### config.mk
export PLATFORM = sky130hd
export DESIGN_NAME = spc_pin_ctrl
export DESIGN_NICKNAME = d
export VERILOG_FILES = /design/src/rtl/spc_pkg.sv /design/src/rtl/spc_pin_ctrl.sv
export VERILOG_INCLUDE_DIRS = /design/src /design/src/rtl
export SDC_FILE = /design/constraint.sdc
export NUM_CORES = 1
export LEC_CHECK = 0
export BUFFER_PORTS_ARGS = -buffer_cell sky130_fd_sc_hd__buf_2
export CORE_MARGIN = 2
export CORE_UTILIZATION = 43
export CTS_BUF_LIST = sky130_fd_sc_hd__clkbuf_4
export DETAILED_ROUTE_END_ITERATION = 8
export SYNTH_ARGS = -nofsm -noshare
export SYNTH_HDL_FRONTEND = slang
export SYNTH_SLANG_ARGS = --single-unit
### constraint.sdc
create_clock -name clk_sys -period 8.63 [get_ports clk_sys]
set_clock_uncertainty 0.2 [all_clocks]
set_input_delay 0.4315 -clock clk_sys [delete_from_list [all_inputs] [get_ports clk_sys]]
set_output_delay 0.4315 -clock clk_sys [all_outputs]
set_load 0.02 [all_outputs]
### src/rtl/spc_defines.svh
// register map, field positions and reset values of the serial port pin control block
// assumes inclusion by bare name from the block's design file
`ifndef SPC_DEFINES_SVH
`define SPC_DEFINES_SVH
`define SPC_ADDR_W 8
`define SPC_DATA_W 16
`define SPC_ADDR_TX_CHAN_EN_B 8'h11
`define SPC_ADDR_PIN_CONTROL 8'h12
`define SPC_ADDR_RX_CHAN_EN_C 8'h13
`define SPC_ADDR_MODE_CONTROL 8'h20
`define SPC_ADDR_GEN_CONFIG 8'h21
`define SPC_ADDR_STATUS 8'h22
`define SPC_RST_TX_CHAN_EN_B 16'h0000
`define SPC_RST_PIN_CONTROL 16'h0000
`define SPC_RST_RX_CHAN_EN_C 16'h0000
`define SPC_RST_MODE_CONTROL 16'h0000
`define SPC_RST_GEN_CONFIG 16'h0000
`define SPC_PIN_CONTROL_WMASK 16'h0F8F
`define SPC_MODE_CONTROL_WMASK 16'h00FF
`define SPC_GEN_CONFIG_WMASK 16'h01FF
`define SPC_PCR_TX_FSYNC_MODE 11
`define SPC_PCR_RX_FSYNC_MODE 10
`define SPC_PCR_TX_CLOCK_MODE 9
`define SPC_PCR_RX_CLOCK_MODE 8
`define SPC_PCR_GEN_INPUT_MODE_EXT 7
`define SPC_PCR_TX_FSYNC_POL 3
`define SPC_PCR_RX_FSYNC_POL 2
`define SPC_PCR_TX_CLOCK_POL 1
`define SPC_PCR_RX_CLOCK_POL 0
`define SPC_MODE_TX_MC_LSB 0
`define SPC_MODE_RX_MC 2
`define SPC_MODE_CLOCK_STOP_LSB 3
`define SPC_MODE_LOOPBACK 5
`define SPC_MODE_FSYNC_GEN 6
`define SPC_MODE_GEN_SYNC 7
`define SPC_GEN_DIV_LSB 0
`define SPC_GEN_DIV_W 8
`define SPC_GEN_CLOCK_SELECT 8
`define SPC_PIN_TX_CLOCK 0
`define SPC_PIN_RX_CLOCK 1
`define SPC_PIN_TX_FSYNC 2
`define SPC_PIN_RX_FSYNC 3
`define SPC_PIN_COUNT 4
`endif

### src/rtl/spc_pkg.sv
// types shared by the serial port pin control block
// assumes nothing of its surroundings
package spc_pkg;
	typedef enum logic [1:0] {
		SPC_MC_ALL = 2'h0,
		SPC_MC_SELECT = 2'h1,
		SPC_MC_MASK_ONLY = 2'h2,
		SPC_MC_SYMMETRIC = 2'h3
	} spc_tx_mc_t;
	typedef enum logic [1:0] {
		SPC_GEN_NONE = 2'h0,
		SPC_GEN_SYS = 2'h1,
		SPC_GEN_RX_PIN = 2'h2,
		SPC_GEN_TX_PIN = 2'h3
	} spc_gen_src_t;
endpackage : spc_pkg

### src/rtl/spc_pin_ctrl.sv
// pin control, sample-rate generator clock and channel enables of a multichannel serial port
// assumes one 10 MHz clock, asynchronous active-low reset, pins resolved by the surroundings
`timescale 1ns/1ps
`include "spc_defines.svh"

// Operation
// RL1: tx mode 01: enable bit 0 disables and masks channel, 1 enables and unmasks.
// RL2: tx mode 10: all channels enabled; enable bit only masks or unmasks.
// RL3: tx mode 11: cleared bit keeps data off pin; set needs rx enable too.
// RL4: tx partition-B enables only act when tx multichannel mode is nonzero.
// RL5: tx fsync mode 0 takes pin; 1 takes internal sync per generation mode.
// RL6: rx fsync mode 1 uses generator, pin outputs it unless generator sync on.
// RL7: outside clock stop, tx clock mode picks pin input or generator output.
// RL8: clock stop: mode 0 SPI slave, 1 SPI master; rx clock follows tx.
// RL9: loopback off: rx clock mode 0 pin input, 1 generator drives pin.
// RL10: loopback on: rx clock from tx clock; pin driven only when mode is 1.
// RL11: generator clock is input clock divided by divider plus one.
// RL12: input mode and clock select choose none, system, rx pin or tx pin.
// RL13: tx fsync polarity 0 active high, 1 active low on the pin.
// RL14: rx fsync polarity 0 active high, 1 active low on the pin.
// RL15: tx clock polarity 0 samples on rising edge, 1 on falling edge.
// RL16: rx clock polarity 0 samples on falling edge, 1 on rising edge.
// RL17: rx selection mode: partition-C bit 0 disables, 1 enables its channel.
// RL18: software sets tx clock pin direction to match SPI master or slave.
// RL19: tx mode 11 makes the transmitter use the receive block assignments.
// RL20: reserved pin control bits read zero; all registers clear on reset.
module spc_pin_ctrl (
	input wire logic clk_sys,
	input wire logic resetn,
	input wire logic [`SPC_ADDR_W-1:0] reg_addr,
	input wire logic [`SPC_DATA_W-1:0] reg_wdata,
	input wire logic reg_wr,
	input wire logic reg_rd,
	output logic [`SPC_DATA_W-1:0] reg_rdata,
	input wire logic tx_clock_pin_in,
	output logic tx_clock_pin_out,
	output logic tx_clock_pin_oe,
	input wire logic rx_clock_pin_in,
	output logic rx_clock_pin_out,
	output logic rx_clock_pin_oe,
	input wire logic tx_fsync_pin_in,
	output logic tx_fsync_pin_out,
	output logic tx_fsync_pin_oe,
	input wire logic rx_fsync_pin_in,
	output logic rx_fsync_pin_out,
	output logic rx_fsync_pin_oe,
	input wire logic gen_frame_pulse,
	input wire logic tx_frame_request,
	input wire logic [15:0] rx_enable_mapped_b,
	output logic generator_clock,
	output logic internal_tx_clock,
	output logic internal_rx_clock,
	output logic tx_fsync_int,
	output logic rx_fsync_int,
	output logic tx_sample_pulse,
	output logic rx_sample_pulse,
	output logic [15:0] tx_chan_enable_b,
	output logic [15:0] tx_chan_unmask_b,
	output logic [15:0] tx_chan_drive_b,
	output logic tx_use_rx_blocks,
	output logic [15:0] rx_chan_enable_c,
	output logic spi_master,
	output logic spi_slave
);
	// register file
	logic [15:0] tx_chan_enable_part_b;
	logic [15:0] pin_control;
	logic [15:0] rx_chan_enable_part_c;
	logic [15:0] mode_control;
	logic [15:0] gen_config;
	logic [15:0] next_tx_chan_enable_part_b;
	logic [15:0] next_pin_control;
	logic [15:0] next_rx_chan_enable_part_c;
	logic [15:0] next_mode_control;
	logic [15:0] next_gen_config;
	logic [15:0] next_reg_rdata;

	// pin synchronisers
	logic [`SPC_PIN_COUNT-1:0] pin_raw;
	logic [`SPC_PIN_COUNT-1:0] sync_a;
	logic [`SPC_PIN_COUNT-1:0] sync_b;
	logic [`SPC_PIN_COUNT-1:0] sync_c;
	logic [`SPC_PIN_COUNT-1:0] pin_filt;
	logic [`SPC_PIN_COUNT-1:0] pin_filt_d;
	logic [`SPC_PIN_COUNT-1:0] next_pin_filt;

	// generator
	logic [`SPC_GEN_DIV_W-1:0] gen_count;
	logic [`SPC_GEN_DIV_W-1:0] next_gen_count;
	logic next_generator_clock;
	logic gen_tick;
	spc_pkg::spc_gen_src_t gen_src;

	// derived controls
	spc_pkg::spc_tx_mc_t tx_mc;
	logic clock_stop;
	logic loopback;
	logic [`SPC_GEN_DIV_W-1:0] divider;

	// registered pin and channel outputs
	logic next_internal_tx_clock;
	logic next_internal_rx_clock;
	logic next_tx_fsync_int;
	logic next_rx_fsync_int;
	logic next_tx_sample_pulse;
	logic next_rx_sample_pulse;
	logic next_tx_clock_pin_out;
	logic next_tx_clock_pin_oe;
	logic next_rx_clock_pin_out;
	logic next_rx_clock_pin_oe;
	logic next_tx_fsync_pin_out;
	logic next_tx_fsync_pin_oe;
	logic next_rx_fsync_pin_out;
	logic next_rx_fsync_pin_oe;
	logic [15:0] next_tx_chan_enable_b;
	logic [15:0] next_tx_chan_unmask_b;
	logic [15:0] next_tx_chan_drive_b;
	logic next_tx_use_rx_blocks;
	logic [15:0] next_rx_chan_enable_c;
	logic next_spi_master;
	logic next_spi_slave;

	function automatic logic [15:0] spc_masked_write(input logic [15:0] old_value,
		input logic [15:0] data, input logic [15:0] mask);
		spc_masked_write = (old_value & ~mask) | (data & mask);
	endfunction : spc_masked_write

	// one-cycle pulse on the chosen edge of a level seen on two successive cycles
	function automatic logic spc_edge(input logic old_level, input logic new_level, input logic on_fall);
		if (on_fall) begin
			spc_edge = old_level & ~new_level;
		end else begin
			spc_edge = ~old_level & new_level;
		end
	endfunction : spc_edge

	assign pin_raw = {rx_fsync_pin_in, tx_fsync_pin_in, rx_clock_pin_in, tx_clock_pin_in};
	assign tx_mc = spc_pkg::spc_tx_mc_t'(mode_control[`SPC_MODE_TX_MC_LSB +: 2]);
	assign clock_stop = mode_control[`SPC_MODE_CLOCK_STOP_LSB + 1];
	assign loopback = mode_control[`SPC_MODE_LOOPBACK];
	assign divider = gen_config[`SPC_GEN_DIV_LSB +: `SPC_GEN_DIV_W];
	assign gen_src = spc_pkg::spc_gen_src_t'({pin_control[`SPC_PCR_GEN_INPUT_MODE_EXT],
		gen_config[`SPC_GEN_CLOCK_SELECT]});

	// register writes and read-back
	always_comb begin
		next_tx_chan_enable_part_b = tx_chan_enable_part_b;
		next_pin_control = pin_control;
		next_rx_chan_enable_part_c = rx_chan_enable_part_c;
		next_mode_control = mode_control;
		next_gen_config = gen_config;
		next_reg_rdata = 16'h0000;
		if (reg_wr) begin
			case (reg_addr)
				`SPC_ADDR_TX_CHAN_EN_B: next_tx_chan_enable_part_b = reg_wdata;
				`SPC_ADDR_PIN_CONTROL: next_pin_control = spc_masked_write(pin_control, reg_wdata,
					`SPC_PIN_CONTROL_WMASK); // RL20
				`SPC_ADDR_RX_CHAN_EN_C: next_rx_chan_enable_part_c = reg_wdata;
				`SPC_ADDR_MODE_CONTROL: next_mode_control = spc_masked_write(mode_control, reg_wdata,
					`SPC_MODE_CONTROL_WMASK);
				`SPC_ADDR_GEN_CONFIG: next_gen_config = spc_masked_write(gen_config, reg_wdata,
					`SPC_GEN_CONFIG_WMASK);
				default: begin
				end
			endcase
		end
		if (reg_rd) begin
			case (reg_addr)
				`SPC_ADDR_TX_CHAN_EN_B: next_reg_rdata = tx_chan_enable_part_b;
				`SPC_ADDR_PIN_CONTROL: next_reg_rdata = pin_control & `SPC_PIN_CONTROL_WMASK; // RL20
				`SPC_ADDR_RX_CHAN_EN_C: next_reg_rdata = rx_chan_enable_part_c;
				`SPC_ADDR_MODE_CONTROL: next_reg_rdata = mode_control & `SPC_MODE_CONTROL_WMASK;
				`SPC_ADDR_GEN_CONFIG: next_reg_rdata = gen_config & `SPC_GEN_CONFIG_WMASK;
				`SPC_ADDR_STATUS: next_reg_rdata = {9'h000, spi_slave, spi_master, rx_fsync_int,
					tx_fsync_int, internal_rx_clock, internal_tx_clock, generator_clock};
				default: next_reg_rdata = 16'h0000;
			endcase
		end
	end

	always_ff @(posedge clk_sys or negedge resetn) begin
		if (!resetn) begin
			tx_chan_enable_part_b <= `SPC_RST_TX_CHAN_EN_B; // RL20
			pin_control <= `SPC_RST_PIN_CONTROL;
			rx_chan_enable_part_c <= `SPC_RST_RX_CHAN_EN_C;
			mode_control <= `SPC_RST_MODE_CONTROL;
			gen_config <= `SPC_RST_GEN_CONFIG;
			reg_rdata <= 16'h0000;
		end else begin
			tx_chan_enable_part_b <= next_tx_chan_enable_part_b;
			pin_control <= next_pin_control;
			rx_chan_enable_part_c <= next_rx_chan_enable_part_c;
			mode_control <= next_mode_control;
			gen_config <= next_gen_config;
			reg_rdata <= next_reg_rdata;
		end
	end

	// three-stage synchronisers; a pin level counts once stages two and three agree
	always_comb begin
		next_pin_filt = pin_filt;
		for (int i = 0; i < `SPC_PIN_COUNT; i++) begin
			if (sync_b[i] == sync_c[i]) begin
				next_pin_filt[i] = sync_c[i];
			end
		end
	end

	always_ff @(posedge clk_sys or negedge resetn) begin
		if (!resetn) begin
			// stages reset low like idle pins, so no false edge follows reset
			sync_a <= '0;
			sync_b <= '0;
			sync_c <= '0;
			pin_filt <= '0;
			pin_filt_d <= '0;
		end else begin
			sync_a <= pin_raw;
			sync_b <= sync_a;
			sync_c <= sync_b;
			pin_filt <= next_pin_filt;
			pin_filt_d <= pin_filt;
		end
	end

	// sample-rate generator: one period per divider+1 input ticks
	always_comb begin
		case (gen_src)
			spc_pkg::SPC_GEN_SYS: gen_tick = 1'b1; // RL12
			spc_pkg::SPC_GEN_RX_PIN: gen_tick = spc_edge(pin_filt_d[`SPC_PIN_RX_CLOCK],
				pin_filt[`SPC_PIN_RX_CLOCK], 1'b0);
			spc_pkg::SPC_GEN_TX_PIN: gen_tick = spc_edge(pin_filt_d[`SPC_PIN_TX_CLOCK],
				pin_filt[`SPC_PIN_TX_CLOCK], 1'b0);
			default: gen_tick = 1'b0;
		endcase
		next_gen_count = gen_count;
		if (gen_tick) begin
			if (gen_count >= divider) begin
				next_gen_count = '0; // RL11
			end else begin
				next_gen_count = 8'(gen_count + 8'h01);
			end
		end
		// a zero divider holds the clock high: the input rate cannot show as a level
		next_generator_clock = (next_gen_count <= (divider >> 1)); // RL11
	end

	always_ff @(posedge clk_sys or negedge resetn) begin
		if (!resetn) begin
			gen_count <= '0;
			generator_clock <= 1'b0;
		end else begin
			gen_count <= next_gen_count;
			generator_clock <= next_generator_clock;
		end
	end

	// clock, frame-sync and pin direction selection
	// clock pins carry the internal level; the polarity bits only pick the sampling edge
	always_comb begin
		if (pin_control[`SPC_PCR_TX_CLOCK_MODE]) begin
			next_internal_tx_clock = generator_clock; // RL7 RL8
		end else begin
			next_internal_tx_clock = pin_filt[`SPC_PIN_TX_CLOCK]; // RL7 RL8
		end
		next_tx_clock_pin_oe = pin_control[`SPC_PCR_TX_CLOCK_MODE]; // RL7 RL18
		next_tx_clock_pin_out = next_internal_tx_clock;
		// in clock stop and loopback the receiver runs from the transmit clock
		if (clock_stop || loopback) begin
			next_internal_rx_clock = next_internal_tx_clock; // RL8 RL10
		end else if (pin_control[`SPC_PCR_RX_CLOCK_MODE]) begin
			next_internal_rx_clock = generator_clock; // RL9
		end else begin
			next_internal_rx_clock = pin_filt[`SPC_PIN_RX_CLOCK]; // RL9
		end
		next_rx_clock_pin_oe = pin_control[`SPC_PCR_RX_CLOCK_MODE]; // RL9 RL10
		next_rx_clock_pin_out = next_internal_rx_clock;
		next_spi_master = clock_stop & pin_control[`SPC_PCR_TX_CLOCK_MODE]; // RL8
		next_spi_slave = clock_stop & ~pin_control[`SPC_PCR_TX_CLOCK_MODE]; // RL8
		next_tx_sample_pulse = spc_edge(internal_tx_clock, next_internal_tx_clock,
			pin_control[`SPC_PCR_TX_CLOCK_POL]); // RL15
		next_rx_sample_pulse = spc_edge(internal_rx_clock, next_internal_rx_clock,
			~pin_control[`SPC_PCR_RX_CLOCK_POL]); // RL16
		if (pin_control[`SPC_PCR_TX_FSYNC_MODE]) begin
			next_tx_fsync_int = mode_control[`SPC_MODE_FSYNC_GEN] ? gen_frame_pulse : tx_frame_request; // RL5
		end else begin
			next_tx_fsync_int = pin_filt[`SPC_PIN_TX_FSYNC] ^ pin_control[`SPC_PCR_TX_FSYNC_POL]; // RL5 RL13
		end
		next_tx_fsync_pin_oe = pin_control[`SPC_PCR_TX_FSYNC_MODE];
		next_tx_fsync_pin_out = next_tx_fsync_int ^ pin_control[`SPC_PCR_TX_FSYNC_POL]; // RL13
		if (pin_control[`SPC_PCR_RX_FSYNC_MODE]) begin
			next_rx_fsync_int = gen_frame_pulse; // RL6
		end else begin
			next_rx_fsync_int = pin_filt[`SPC_PIN_RX_FSYNC] ^ pin_control[`SPC_PCR_RX_FSYNC_POL]; // RL6 RL14
		end
		next_rx_fsync_pin_oe = pin_control[`SPC_PCR_RX_FSYNC_MODE] & ~mode_control[`SPC_MODE_GEN_SYNC]; // RL6
		next_rx_fsync_pin_out = next_rx_fsync_int ^ pin_control[`SPC_PCR_RX_FSYNC_POL]; // RL14
	end

	// channel enables and masks
	always_comb begin
		case (tx_mc)
			spc_pkg::SPC_MC_SELECT: begin
				next_tx_chan_enable_b = tx_chan_enable_part_b; // RL1
				next_tx_chan_unmask_b = tx_chan_enable_part_b; // RL1
			end
			spc_pkg::SPC_MC_MASK_ONLY: begin
				next_tx_chan_enable_b = 16'hFFFF; // RL2
				next_tx_chan_unmask_b = tx_chan_enable_part_b; // RL2
			end
			spc_pkg::SPC_MC_SYMMETRIC: begin
				next_tx_chan_enable_b = rx_enable_mapped_b; // RL3
				next_tx_chan_unmask_b = tx_chan_enable_part_b; // RL3
			end
			default: begin
				next_tx_chan_enable_b = 16'hFFFF; // RL4
				next_tx_chan_unmask_b = 16'hFFFF; // RL4
			end
		endcase
		next_tx_chan_drive_b = next_tx_chan_enable_b & next_tx_chan_unmask_b; // RL3
		// mode 11 also hands the receive block assignments to the transmitter
		next_tx_use_rx_blocks = (tx_mc == spc_pkg::SPC_MC_SYMMETRIC); // RL19
		next_rx_chan_enable_c = mode_control[`SPC_MODE_RX_MC] ? rx_chan_enable_part_c : 16'hFFFF; // RL17
	end

	always_ff @(posedge clk_sys or negedge resetn) begin
		if (!resetn) begin
			internal_tx_clock <= 1'b0;
			internal_rx_clock <= 1'b0;
			tx_fsync_int <= 1'b0;
			rx_fsync_int <= 1'b0;
			tx_sample_pulse <= 1'b0;
			rx_sample_pulse <= 1'b0;
			tx_clock_pin_out <= 1'b0;
			tx_clock_pin_oe <= 1'b0;
			rx_clock_pin_out <= 1'b0;
			rx_clock_pin_oe <= 1'b0;
			tx_fsync_pin_out <= 1'b0;
			tx_fsync_pin_oe <= 1'b0;
			rx_fsync_pin_out <= 1'b0;
			rx_fsync_pin_oe <= 1'b0;
			// reset leaves every channel enabled and unmasked, as mode zero asks
			tx_chan_enable_b <= 16'hFFFF;
			tx_chan_unmask_b <= 16'hFFFF;
			tx_chan_drive_b <= 16'hFFFF;
			tx_use_rx_blocks <= 1'b0;
			rx_chan_enable_c <= 16'hFFFF;
			spi_master <= 1'b0;
			spi_slave <= 1'b0;
		end else begin
			internal_tx_clock <= next_internal_tx_clock;
			internal_rx_clock <= next_internal_rx_clock;
			tx_fsync_int <= next_tx_fsync_int;
			rx_fsync_int <= next_rx_fsync_int;
			tx_sample_pulse <= next_tx_sample_pulse;
			rx_sample_pulse <= next_rx_sample_pulse;
			tx_clock_pin_out <= next_tx_clock_pin_out;
			tx_clock_pin_oe <= next_tx_clock_pin_oe;
			rx_clock_pin_out <= next_rx_clock_pin_out;
			rx_clock_pin_oe <= next_rx_clock_pin_oe;
			tx_fsync_pin_out <= next_tx_fsync_pin_out;
			tx_fsync_pin_oe <= next_tx_fsync_pin_oe;
			rx_fsync_pin_out <= next_rx_fsync_pin_out;
			rx_fsync_pin_oe <= next_rx_fsync_pin_oe;
			tx_chan_enable_b <= next_tx_chan_enable_b;
			tx_chan_unmask_b <= next_tx_chan_unmask_b;
			tx_chan_drive_b <= next_tx_chan_drive_b;
			tx_use_rx_blocks <= next_tx_use_rx_blocks;
			rx_chan_enable_c <= next_rx_chan_enable_c;
			spi_master <= next_spi_master;
			spi_slave <= next_spi_slave;
		end
	end
endmodule : spc_pin_ctrl

==> results of run 1 <==
==> area by class of cell <==
type	instances	area, um2	share of cell area [%]
sequential	180	4584	50.45
multi-input combinational	346	2704	29.76
timing repair buffer	189	1160	12.77
tap	225	281.5	3.098
clock inverter	15	173.9	1.914
clock buffer	17	127.6	1.405
inverter	14	52.55	0.5784
antenna	1	2.502	0.02754
==> worst reg2reg max path: stages, from the launching register on <==
cell	delay (ps)
dfrtp_1	470
ha_1	310
a211oi_1	240
nor2_1	70
nor2_1	550
nand3b_1	260
o31ai_1	360
ha_1	320
nand4_1	120
a21oi_1	50
a211o_1	260
a21oi_1	140
o22a_1	130
==> report_power, final <==
group / switching [uW] / total (uW) / internal (uW)
clock network: 315 / 497 / 182
logic: 130 / 225 / 95.3
registers: 37.6 / 949 / 911
==> logic make-up (layout without fill, tap and decap cells) <==
kind of cell	Yosys count	count (layout)	share of synthesized area [%]
AO/OA/AOI/OAI	69	69	6.145
multiplexers	87	87	13.81
other	0	1	0
flip-flops	180	180	61.35
AND/OR/NAND/NOR	165	165	12.42
adder cells (fa/ha/maj)	20	20	3.215
XOR/XNOR	5	5	0.5862
buffers and inverters	37	235	2.461
==> metrics by stage <==
stage | instance area [um2] | total power (uW) | setup WS, ps | instances
detailed placement | 8372 | 1179 | 5178 | 913
floorplan | 7472 | 1085 | 5588 | 563
global route | 9086 | 1750 | 4858 | 987
global placement | 8372 | 1175 | 5239 | 913
CTS | 9084 | 1692 | 5132 | 986
finish | 9086 | 1671 | 5121 | 987
==> flip-flops by register name, indices dropped and copies added, names as in the netlist, 2 cells and up <==
| signal | flops |
|---|---|
| pin_control | 9 |
| gen_count | 8 |
| rx_chan_enable_c | 16 |
| tx_chan_drive_b | 16 |
| pin_filt_d | 2 |
| tx_chan_enable_b | 16 |
| tx_chan_enable_part_b | 16 |
| pin_filt | 4 |
| sync_a | 4 |
| mode_control | 8 |
| sync_c | 4 |
| tx_chan_unmask_b | 16 |
| rx_chan_enable_part_c | 16 |
| sync_b | 4 |
| reg_rdata | 16 |
| gen_config | 9 |
==> cell usage in the layout, fill, tap and decap left out, types with 15 or more instances in the layout <==
master           n
a22oi_1         18
and2_1          19
buf_2          146
clkbuf_4        17
dfrtp_1        116
dfstp_2         64
dlygate4sd3_1   41
ha_1            16
mux2_2          41
mux2_4          20
mux2i_1         18
nand2_1         39
nand2b_1        19
nor2_1          21
o21ai_0         15
or2_2           16
==> path summary, 6_finish.rpt <==
| kind | startpoint | end | depth (start not counted) |
|---|---|---|---|
| worst max-delay path | gen_count[5]$_DFF_PN0_ | generator_clock$_DFF_PN0_ | 12 |
| worst min-delay path | reg_addr[2] | reg_rdata[3]$_DFF_PN0_ | 4 |
| worst max register to register | gen_count[5]$_DFF_PN0_ | generator_clock$_DFF_PN0_ | 12 |
| worst min register to register | sync_a[2]$_DFF_PN0_ | sync_b[2]$_DFF_PN0_ | 0 |
| max in group asynchronous | resetn | tx_chan_enable_part_b[0]$_DFFE_PN0P_ | 3 |
| min in group asynchronous | resetn | tx_clock_pin_oe$_DFF_PN0_ | 2 |
==> layer usage <==
metal | wire, um | GRT usage (%) | vias up
met5 | 13 | 0 | -
met3 | 1014 | 4.996 | 19
li1 | - | - | 2341
met4 | 192 | 5.150 | 2
met2 | 8255 | 32.01 | 155
met1 | 8070 | 26.57 | 2497
==> timing repair <==
| item | in CTS | in global routing |
|---|---|---|
| hold buffers | 41 | 0 |
| hold endpoints to repair | 155 | 0 |
| setup endpoints to repair | 0 | 0 |
| setup buffers | 0 | 0 |
==> impl_metrics.json, run 1 <==
{
  "status": "complete, no violations",
  "drt_iter0_markers": 268,
  "arrival_ps": 3850,
  "num_vias": 5014,
  "syn_avg_cell_area_um2": 13.27,
  "r2r_slack_ps": 5120,
  "period_share_pct": 40.66,
  "synth-edff-count": 0,
  "ys_warn_count": 0,
  "drv_slew": 0,
  "synth_top_cell_area_share_pct": 38.85,
  "gp_congestion": 0.8730,
  "post_cts_resize_count": 0,
  "start_kind": "register",
  "syn_inst": 563,
  "routed_via_density": 5.080,
  "ys.flop_type": "dfrtp_1",
  "powerDensity_mw_per_mm2": 183.9,
  "drive_above_1_share_pct": 43.50,
  "timing.setup.tns_ps": 0,
  "io_buffers": 147,
  "ys_ff_latch": 180,
  "cts_tree": "done",
  "antenna_found_initial": 2,
  "netlist_top_cells_area": "dfrtp_1 39%, dfstp_2 23%, mux2_2 6.2%, mux2_4 4.0%, ha_1 2.7%",
  "rows": 48,
  "grt_max_degree": 106,
  "path_clk_slew_ps": 170,
  "fmax_mhz": 285.0,
  "final_core_util_pct": 53.08,
  "crit_slowest_cell": "nor2_1",
  "crit_path_max_fanout": 11,
  "insertion_delay_ps": 580,
  "dieArea_mm2": 0.01845,
  "synth_common_cells": "116 x dfrtp_1, 64 x dfstp_2, 41 x mux2_2, 39 x nand2_1, 21 x nor2_1",
  "rsz0062_at_grt": "no",
  "finalSetupViolCount": 0,
  "dpl.hpwl_um": 12510,
  "cts_max_path_buffers": 2,
  "num-fill-cells": 1518,
  "drt-total-wl_um": 17550,
  "drc": 0,
  "numCtsBuffers": 17,
  "irDropWorstVdd_mv": 0.08441,
  "async_reset_ff_share_pct": 100.0,
  "fin_crit_ps": 3509,
  "crit_chain": "ha_1 -> a211oi_1 -> nor2_1 -> nor2_1 -> nand3b_1 -> o31ai_1 -> ha_1 -> nand4_1 -> a21oi_1 -> a211o_1 -> a21oi_1 -> o22a_1",
  "cp.required_ps": 8970,
  "finalNetCount": 814,
  "timing.max_cap.violations": 0,
  "grt.total_usage_pct": 19.71,
  "ant_nets": 0,
  "hold-worst-slack_ps": 146.6,
  "die_w_um": 135.8,
  "area_delta_synth_final_pct": 21.60,
  "worst_path_dominant_cell_family": "compound AO/OA/AOI/OAI gates",
  "grt_pass1_wl_um": 27270,
  "clkSinkCount": 180,
  "relSlewSlack_pct": 23.22,
  "hp-class": "input pin to register",
  "coreArea_mm2": 0.01712,
  "htreeDepth": 4,
  "critPathMaxStageDelay_ps": 550,
  "clockRootBuffer": "clkbuf_4",
  "crit_type": "register to register",
  "yosysUniqueCellTypes": 58,
  "wl_per_cell_um": 17.78,
  "leakagePower_uw": 0.004119,
  "syn_nets": 629,
  "hold_viol_final": 0,
  "critPathBufInv": 0,
  "pin_count": 148,
  "start_util_pct": 43.65,
  "synthMostInstantiatedCell": "dfrtp_1",
  "die_h_um": 135.8,
  "cp-end-kind": "register",
  "gr-total-overflow": 0,
  "seq_area_frac_synth_pct": 61.35,
  "grt_pass1_vias": 5036,
  "dr.pass1.iters": 5,
  "netlist_area_mm2": 0.007472,
  "worst_pin_slew_ps": 1152,
  "synth_area_leader_cell": "dfrtp_1"
}
Note: power is estimated with default switching activity, not from simulation.
==> run 2, diff against run 1 <==
--- a/config.mk
+++ b/config.mk
@@ -11,6 +11,7 @@
 export CORE_UTILIZATION = 43
 export CTS_BUF_LIST = sky130_fd_sc_hd__clkbuf_4
 export DETAILED_ROUTE_END_ITERATION = 8
+export PLACE_DENSITY = 0.67
 export SYNTH_ARGS = -nofsm -noshare
 export SYNTH_HDL_FRONTEND = slang
 export SYNTH_SLANG_ARGS = --single-unit
==> constraint.sdc (replaced) <==
create_clock -name clk_sys -period 3 [get_ports clk_sys]
set_clock_uncertainty 0.2 [all_clocks]
set_input_delay 0.15 -clock clk_sys [delete_from_list [all_inputs] [get_ports clk_sys]]
set_output_delay 0.15 -clock clk_sys [all_outputs]
set_load 0.02 [all_outputs]
==> run 2 against run 1 <==
  * Die area did not move
  * Global-route usage rose by 0.39 points
  * Routed wire length rose by 2.3%
  * Sequential power rose to 2.9 times the previous value
  * First-iteration DRC count fell by 29%
  * Count of clock-buffer cells in the layout rose by 1
  * Highest routed layer is now met4
==> impl_metrics.json, run 2 (same netlist as run 1, synthesis figures left out) <==
{
  "area_delta_synth_final_pct": 26.79,
  "drc": 0,
  "hp-class": "input pin to register",
  "crit_path_max_fanout": 19,
  "cp.required_ps": 3300,
  "r2r_cells": 13,
  "relSlewSlack_pct": 35.77,
  "cp-end-kind": "register",
  "die_w_um": 135.8,
  "crit_slowest_cell": "dlygate4sd3_1",
  "status": "complete, no violations",
  "num-fill-cells": 1478,
  "crit_top_cell": "dlygate4sd3_1",
  "ant_nets": 0,
  "setup_slack_ps": 14.67,
  "hold_depth": 5,
  "start_util_pct": 43.65,
  "critPathMaxStageDelay_ps": 670,
  "clkSinkCount": 180,
  "htreeDepth": 4,
  "insertion_delay_ps": 570,
  "layout_commonest_cell": "buf_2",
  "finalNetCount": 862,
  "clockRootBuffer": "clkbuf_4",
  "pin_count": 148,
  "hold_viol_final": 0,
  "hold_start": "reg_addr[4]",
  "dpl.hpwl_um": 12950,
  "seqPwrFrac_pct": 58.7,
  "finalSetupViolCount": 0,
  "comb_power_share_pct": 15.7,
  "leakagePower_uw": 0.004343,
  "drive_above_1_share_pct": 44.87,
  "postPlaceCellArea_mm2": 0.008594,
  "drt-total-wl_um": 17960,
  "worst_pin_slew_ps": 959.9,
  "io_buffers": 147,
  "drt_iter0_markers": 189,
  "grt_max_degree": 60,
  "timing.max_cap.violations": 0,
  "path_clk_slew_ps": 140,
  "gr-total-overflow": 0,
  "switchingPower_uw": 1338,
  "reg2reg_to": "generator_clock$_DFF_PN0_",
  "crit_chain": "dlygate4sd3_1 -> buf_2 -> nor3_2 -> dlygate4sd3_1 -> and3_1 -> nand2_1 -> a21boi_0 -> dlygate4sd3_1",
  "drv_slew": 0,
  "die_h_um": 135.8,
  "grt_pass1_vias": 5203,
  "irDropWorstVdd_mv": 0.2222,
  "arrival_ps": 3290,
  "coreArea_mm2": 0.01712,
  "crit_type": "input pin to register",
  "antenna_found_initial": 0,
  "fin_crit_ps": 2985,
  "cts_tree": "done",
  "p_clk_share_pct": 25.7,
  "routed_via_density": 4.993,
  "place_ws_ps": -1.586,
  "cts_max_path_buffers": 2,
  "period_share_pct": 99.51,
  "r2r_start": "gen_count[1]$_DFF_PN0_",
  "powerDensity_mw_per_mm2": 488.4,
  "p_int_uw": 3289,
  "dr.pass1.iters": 5,
  "start_kind": "input pin",
  "dieArea_mm2": 0.01845,
  "final_area_mm2": 0.009474,
  "numCtsBuffers": 17,
  "swShare_pct": 28.92,
  "rsz0062_at_grt": "yes",
  "fmax_mhz": 335.0,
  "num_vias": 5163,
  "post_cts_buffers": 0,
  "diodes": 0,
  "min_to": "reg_rdata[8]$_DFF_PN0_",
  "gp_congestion": 0.8719,
  "mostFrequentLayoutCells": "146 x buf_2, 116 x dfrtp_1, 64 x dfstp_2, 60 x dlygate4sd3_1, 41 x mux2_2",
  "rows": 48,
  "wl_per_cell_um": 17.37,
  "r2r_slack_ps": 70,
  "grt.total_usage_pct": 20.10,
  "grt_pass1_wl_um": 27970
}
==> run 2: changes by cell type in the layout (fill, tap and decap cells not counted), moves of 2 or more <==
cell	change
buf_4	+27
bufinv_16	-2
clkinv_2	+2
clkinv_4	+3
dlygate4sd3_1	+19
inv_6	-2
o21ai_0	-4
o21ai_1	+4
==> run 2: critical path: cells and delay by family <==
kind                   cells  cell delay (ps)
AOI/OAI and AO/OA          1              180
and+or+nand+nor            3              890
buffers and inverters      4             2060
==> run 2: power by group through the flow <==
stage	sequential, uW	clock [uW]	combinational [uW]
2_1_floorplan	2850	0	267
4_1_cts	2710	1230	731
6_report	2710	1190	725
5_1_grt	2730	1330	790
3_5_place_dp	2760	0	664
3_3_place_gp	2750	0	654
==> run 2: what timing repair did <==
item	CTS	global route
endpoints found under the setup margin	1	2
endpoints found under the hold margin	228	0
resized for setup	1	6
pin swaps	0	4
hold buffers	61	0
==> run 2: area by class of cell <==
class,instances,area (um2),area share [%]
Clock buffer,18,135.1,1.426
Clock inverter,14,103.9,1.096
Inverter,14,52.55,0.5547
Multi-Input combinational cell,346,2716,28.67
Sequential cell,180,4584,48.39
Tap cell,225,281.5,2.971
Timing Repair Buffer,237,1600,16.89
==> run 2: worst max path at each step <==
stage,startpoint,endpoint,slack [ps],cells after the start
final,reg_addr[1],reg_rdata[0]$_DFF_PN0_,10,8
after CTS,gen_config[2]$_DFFE_PN0P_,generator_clock$_DFF_PN0_,20,13
after global routing,gen_config[5]$_DFFE_PN0P_,generator_clock$_DFF_PN0_,-110,14
after detailed placement,gen_config[2]$_DFFE_PN0P_,generator_clock$_DFF_PN0_,-2,13
after global placement,gen_config[5]$_DFFE_PN0P_,generator_clock$_DFF_PN0_,30,14
after floorplan,gen_count[5]$_DFF_PN0_,generator_clock$_DFF_PN0_,40,13
==> run 2: through the flow <==
stage	instances	util (%)	hold WS (ps)	power [uW]	setup TNS, ps
2_1_floorplan	563	-	-345.6	3122	0
3_3_place_gp	941	50.21	-37.96	3405	0
3_5_place_dp	941	50.21	-33.87	3422	-1.586
4_1_cts	1034	55.31	60.70	4671	0
5_1_grt	1034	55.35	34.13	4853	-109.6
6_report	1034	55.35	49.52	4627	0
==> run 2: per-layer routing <==
metal | track usage [%] | wire length [um] | part of all wire [%] | up-vias
met5 | 0 | 0 | 0 | -
met4 | 6.250 | 276 | 1.5 | 0
met3 | 3.579 | 850 | 4.7 | 22
met2 | 33.53 | 8846 | 49 | 163
met1 | 26.88 | 7983 | 44 | 2557
li1 | - | - | - | 2421
==> run 3, diff against run 2 <==
--- a/config.mk
+++ b/config.mk
@@ -11,7 +11,7 @@
 export CORE_UTILIZATION = 43
 export CTS_BUF_LIST = sky130_fd_sc_hd__clkbuf_4
 export DETAILED_ROUTE_END_ITERATION = 8
-export PLACE_DENSITY = 0.67
 export SYNTH_ARGS = -nofsm -noshare
 export SYNTH_HDL_FRONTEND = slang
 export SYNTH_SLANG_ARGS = --single-unit
+export TNS_END_PERCENT = 100
==> constraint.sdc (replaced) <==
create_clock -name clk_sys -period 3.78 [get_ports clk_sys]
set_clock_uncertainty 0.2 [all_clocks]
set_input_delay 0.189 -clock clk_sys [delete_from_list [all_inputs] [get_ports clk_sys]]
set_output_delay 0.189 -clock clk_sys [all_outputs]
set_load 0.02 [all_outputs]
==> run 3 against run 2 <==
  * Sequential power decreased by 20%
  * Global-route usage increased by 0.38 points
  * Register-to-register slack improved by 390 ps
  * Hold slack improved by 18 ps
  * Critical endpoint is now generator_clock$_DFF_PN0_
==> impl_metrics.json, run 3 (same netlist as run 1, synthesis figures left out) <==
{
  "status": "complete, no violations",
  "cp.required_ps": 4090,
  "rows": 48,
  "start_util_pct": 43.65,
  "period_share_pct": 87.81,
  "grt.total_usage_pct": 20.48,
  "irDropWorstVdd_mv": 0.2404,
  "cts_max_path_buffers": 2,
  "io_buffers": 147,
  "regArea_mm2": 0.004584,
  "setup_slack_ps": 460.6,
  "timing.max_cap.violations": 0,
  "rsz0062_at_grt": "no",
  "num_vias": 5131,
  "finalNetCount": 836,
  "fin_cells": 1008,
  "cp-end-kind": "register",
  "hold_depth": 2,
  "pin_count": 148,
  "place_ws_ps": 649.4,
  "ant_nets": 0,
  "clockRootBuffer": "clkbuf_4",
  "post_cts_resize_count": 0,
  "drt_iter0_markers": 272,
  "crit_path_max_fanout": 11,
  "dr.pass1.iters": 5,
  "drt-total-wl_um": 18050,
  "coreArea_mm2": 0.01712,
  "antenna_found_initial": 1,
  "mostFrequentLayoutCells": "146 x buf_2, 116 x dfrtp_1, 64 x dfstp_2, 59 x dlygate4sd3_1, 41 x mux2_2",
  "fmax_mhz": 301.3,
  "hold-worst-slack_ps": 67.29,
  "wl_per_cell_um": 17.90,
  "relSlewSlack_pct": 34.84,
  "layout_commonest_cell": "buf_2",
  "die_w_um": 135.8,
  "area_delta_synth_final_pct": 25.08,
  "path_clk_slew_ps": 150,
  "drc": 0,
  "multi_input_area_mm2": 0.002704,
  "num-fill-cells": 1486,
  "numCtsBuffers": 17,
  "drv_slew": 0,
  "htreeDepth": 4,
  "grt_max_degree": 110,
  "grt_pass1_wl_um": 28300,
  "timing.setup.tns_ps": 0,
  "die_h_um": 135.8,
  "finalSetupViolCount": 0,
  "insertion_delay_ps": 570,
  "clkSinkCount": 180,
  "r2r_cells": 14,
  "dieArea_mm2": 0.01845,
  "worst_pin_slew_ps": 973.9,
  "hold_viol_final": 0,
  "dpl.hpwl_um": 12550,
  "grt_pass1_vias": 5230,
  "gp_congestion": 0.8944,
  "cts_tree": "done",
  "final_core_util_pct": 54.61,
  "placed_cells": 916,
  "start_kind": "register",
  "arrival_ps": 3630,
  "hp-class": "input pin to register",
  "crit_type": "register to register",
  "drive_above_1_share_pct": 42.84,
  "gr-total-overflow": 0,
  "post_cts_buffers": 0,
  "leakagePower_uw": 0.004259,
  "fin_crit_ps": 3319,
  "routed_via_density": 5.090,
  "powerDensity_mw_per_mm2": 419.9
}
[run 3: cell count changes in the layout (fill, tap and decap cells not counted), sizes merged]
cell / delta
clkbuf: +2
clkinv: -7
diode: +1
buf: -25
dlygate4sd3: -1
bufinv: +4
[run 3: per-stage QoR]
stage               power [uW]  instance area (um2)
floorplan                 2477                 7472
finish                    3924                 9346
CTS                       3965                 9344
global placement          2680                 8407
global route              4101                 9346
detailed placement        2692                 8407
[run 3: path summary, 6_finish.rpt]
| check | slack [ps] | end | from |
|---|---|---|---|
| worst min register to register | 160 | sync_b[3]$_DFF_PN0_ | sync_a[3]$_DFF_PN0_ |
| min in group asynchronous | 410 | gen_config[7]$_DFFE_PN0P_ | resetn |
| max in group asynchronous | 2130 | rx_chan_enable_c[4]$_DFF_PN1_ | resetn |
| worst min-delay path | 70 | sync_a[3]$_DFF_PN0_ | rx_fsync_pin_in |
| worst max register to register | 460 | generator_clock$_DFF_PN0_ | gen_config[5]$_DFFE_PN0P_ |
| worst max-delay path | 460 | generator_clock$_DFF_PN0_ | gen_config[5]$_DFFE_PN0P_ |
[run 3: area by class of cell]
type / instances / share of cell area, %
Multi-Input combinational cell: 346 / 28.93
Timing Repair Buffer: 211 / 14.93
Antenna cell: 1 / 0.02677
Inverter: 14 / 0.5622
Clock buffer: 20 / 1.606
Sequential cell: 180 / 49.05
Clock inverter: 11 / 1.888
Tap cell: 225 / 3.012
[run 3: metal layers]
metal	vias to the layer above	routed length [um]	global-route usage (%)	part of all wire, %
li1	2378	-	-	-
met1	2532	7964	27.03	44
met2	195	8797	33.89	49
met3	26	1014	4.623	5.6
met4	0	270	6.308	1.5
met5	-	0	0	0
[run 3: repair_timing]
action / CTS / global route
hold buffers: 60 / 0
hold endpoints to repair: 175 / 0
setup endpoints to repair: 0 / 0
[run 3: power breakdown]
| part | leakage [uW] | total, uW | internal [uW] | switching (uW) |
|---|---|---|---|---|
| Sequential | 0.00222 | 2160 | 2080 | 81.8 |
| Clock | 0.000177 | 1220 | 554 | 669 |
| Combinational | 0.00186 | 539 | 234 | 305 |
| Total | 0.00426 | 3920 | 2870 | 1060 |
[run 3: worst max-delay path: stages, from the launching register on]
cell and delay [ps]:
dfrtp_1 410, inv_1 110, ha_1 260, a211oi_1 330, nor2_1 100, nor2_1 110, buf_4 180, nand3b_1 170
o31ai_1 360, ha_1 310, nand4_1 120, a21oi_1 60, a211o_1 260, a21oi_1 150, o22a_1 140
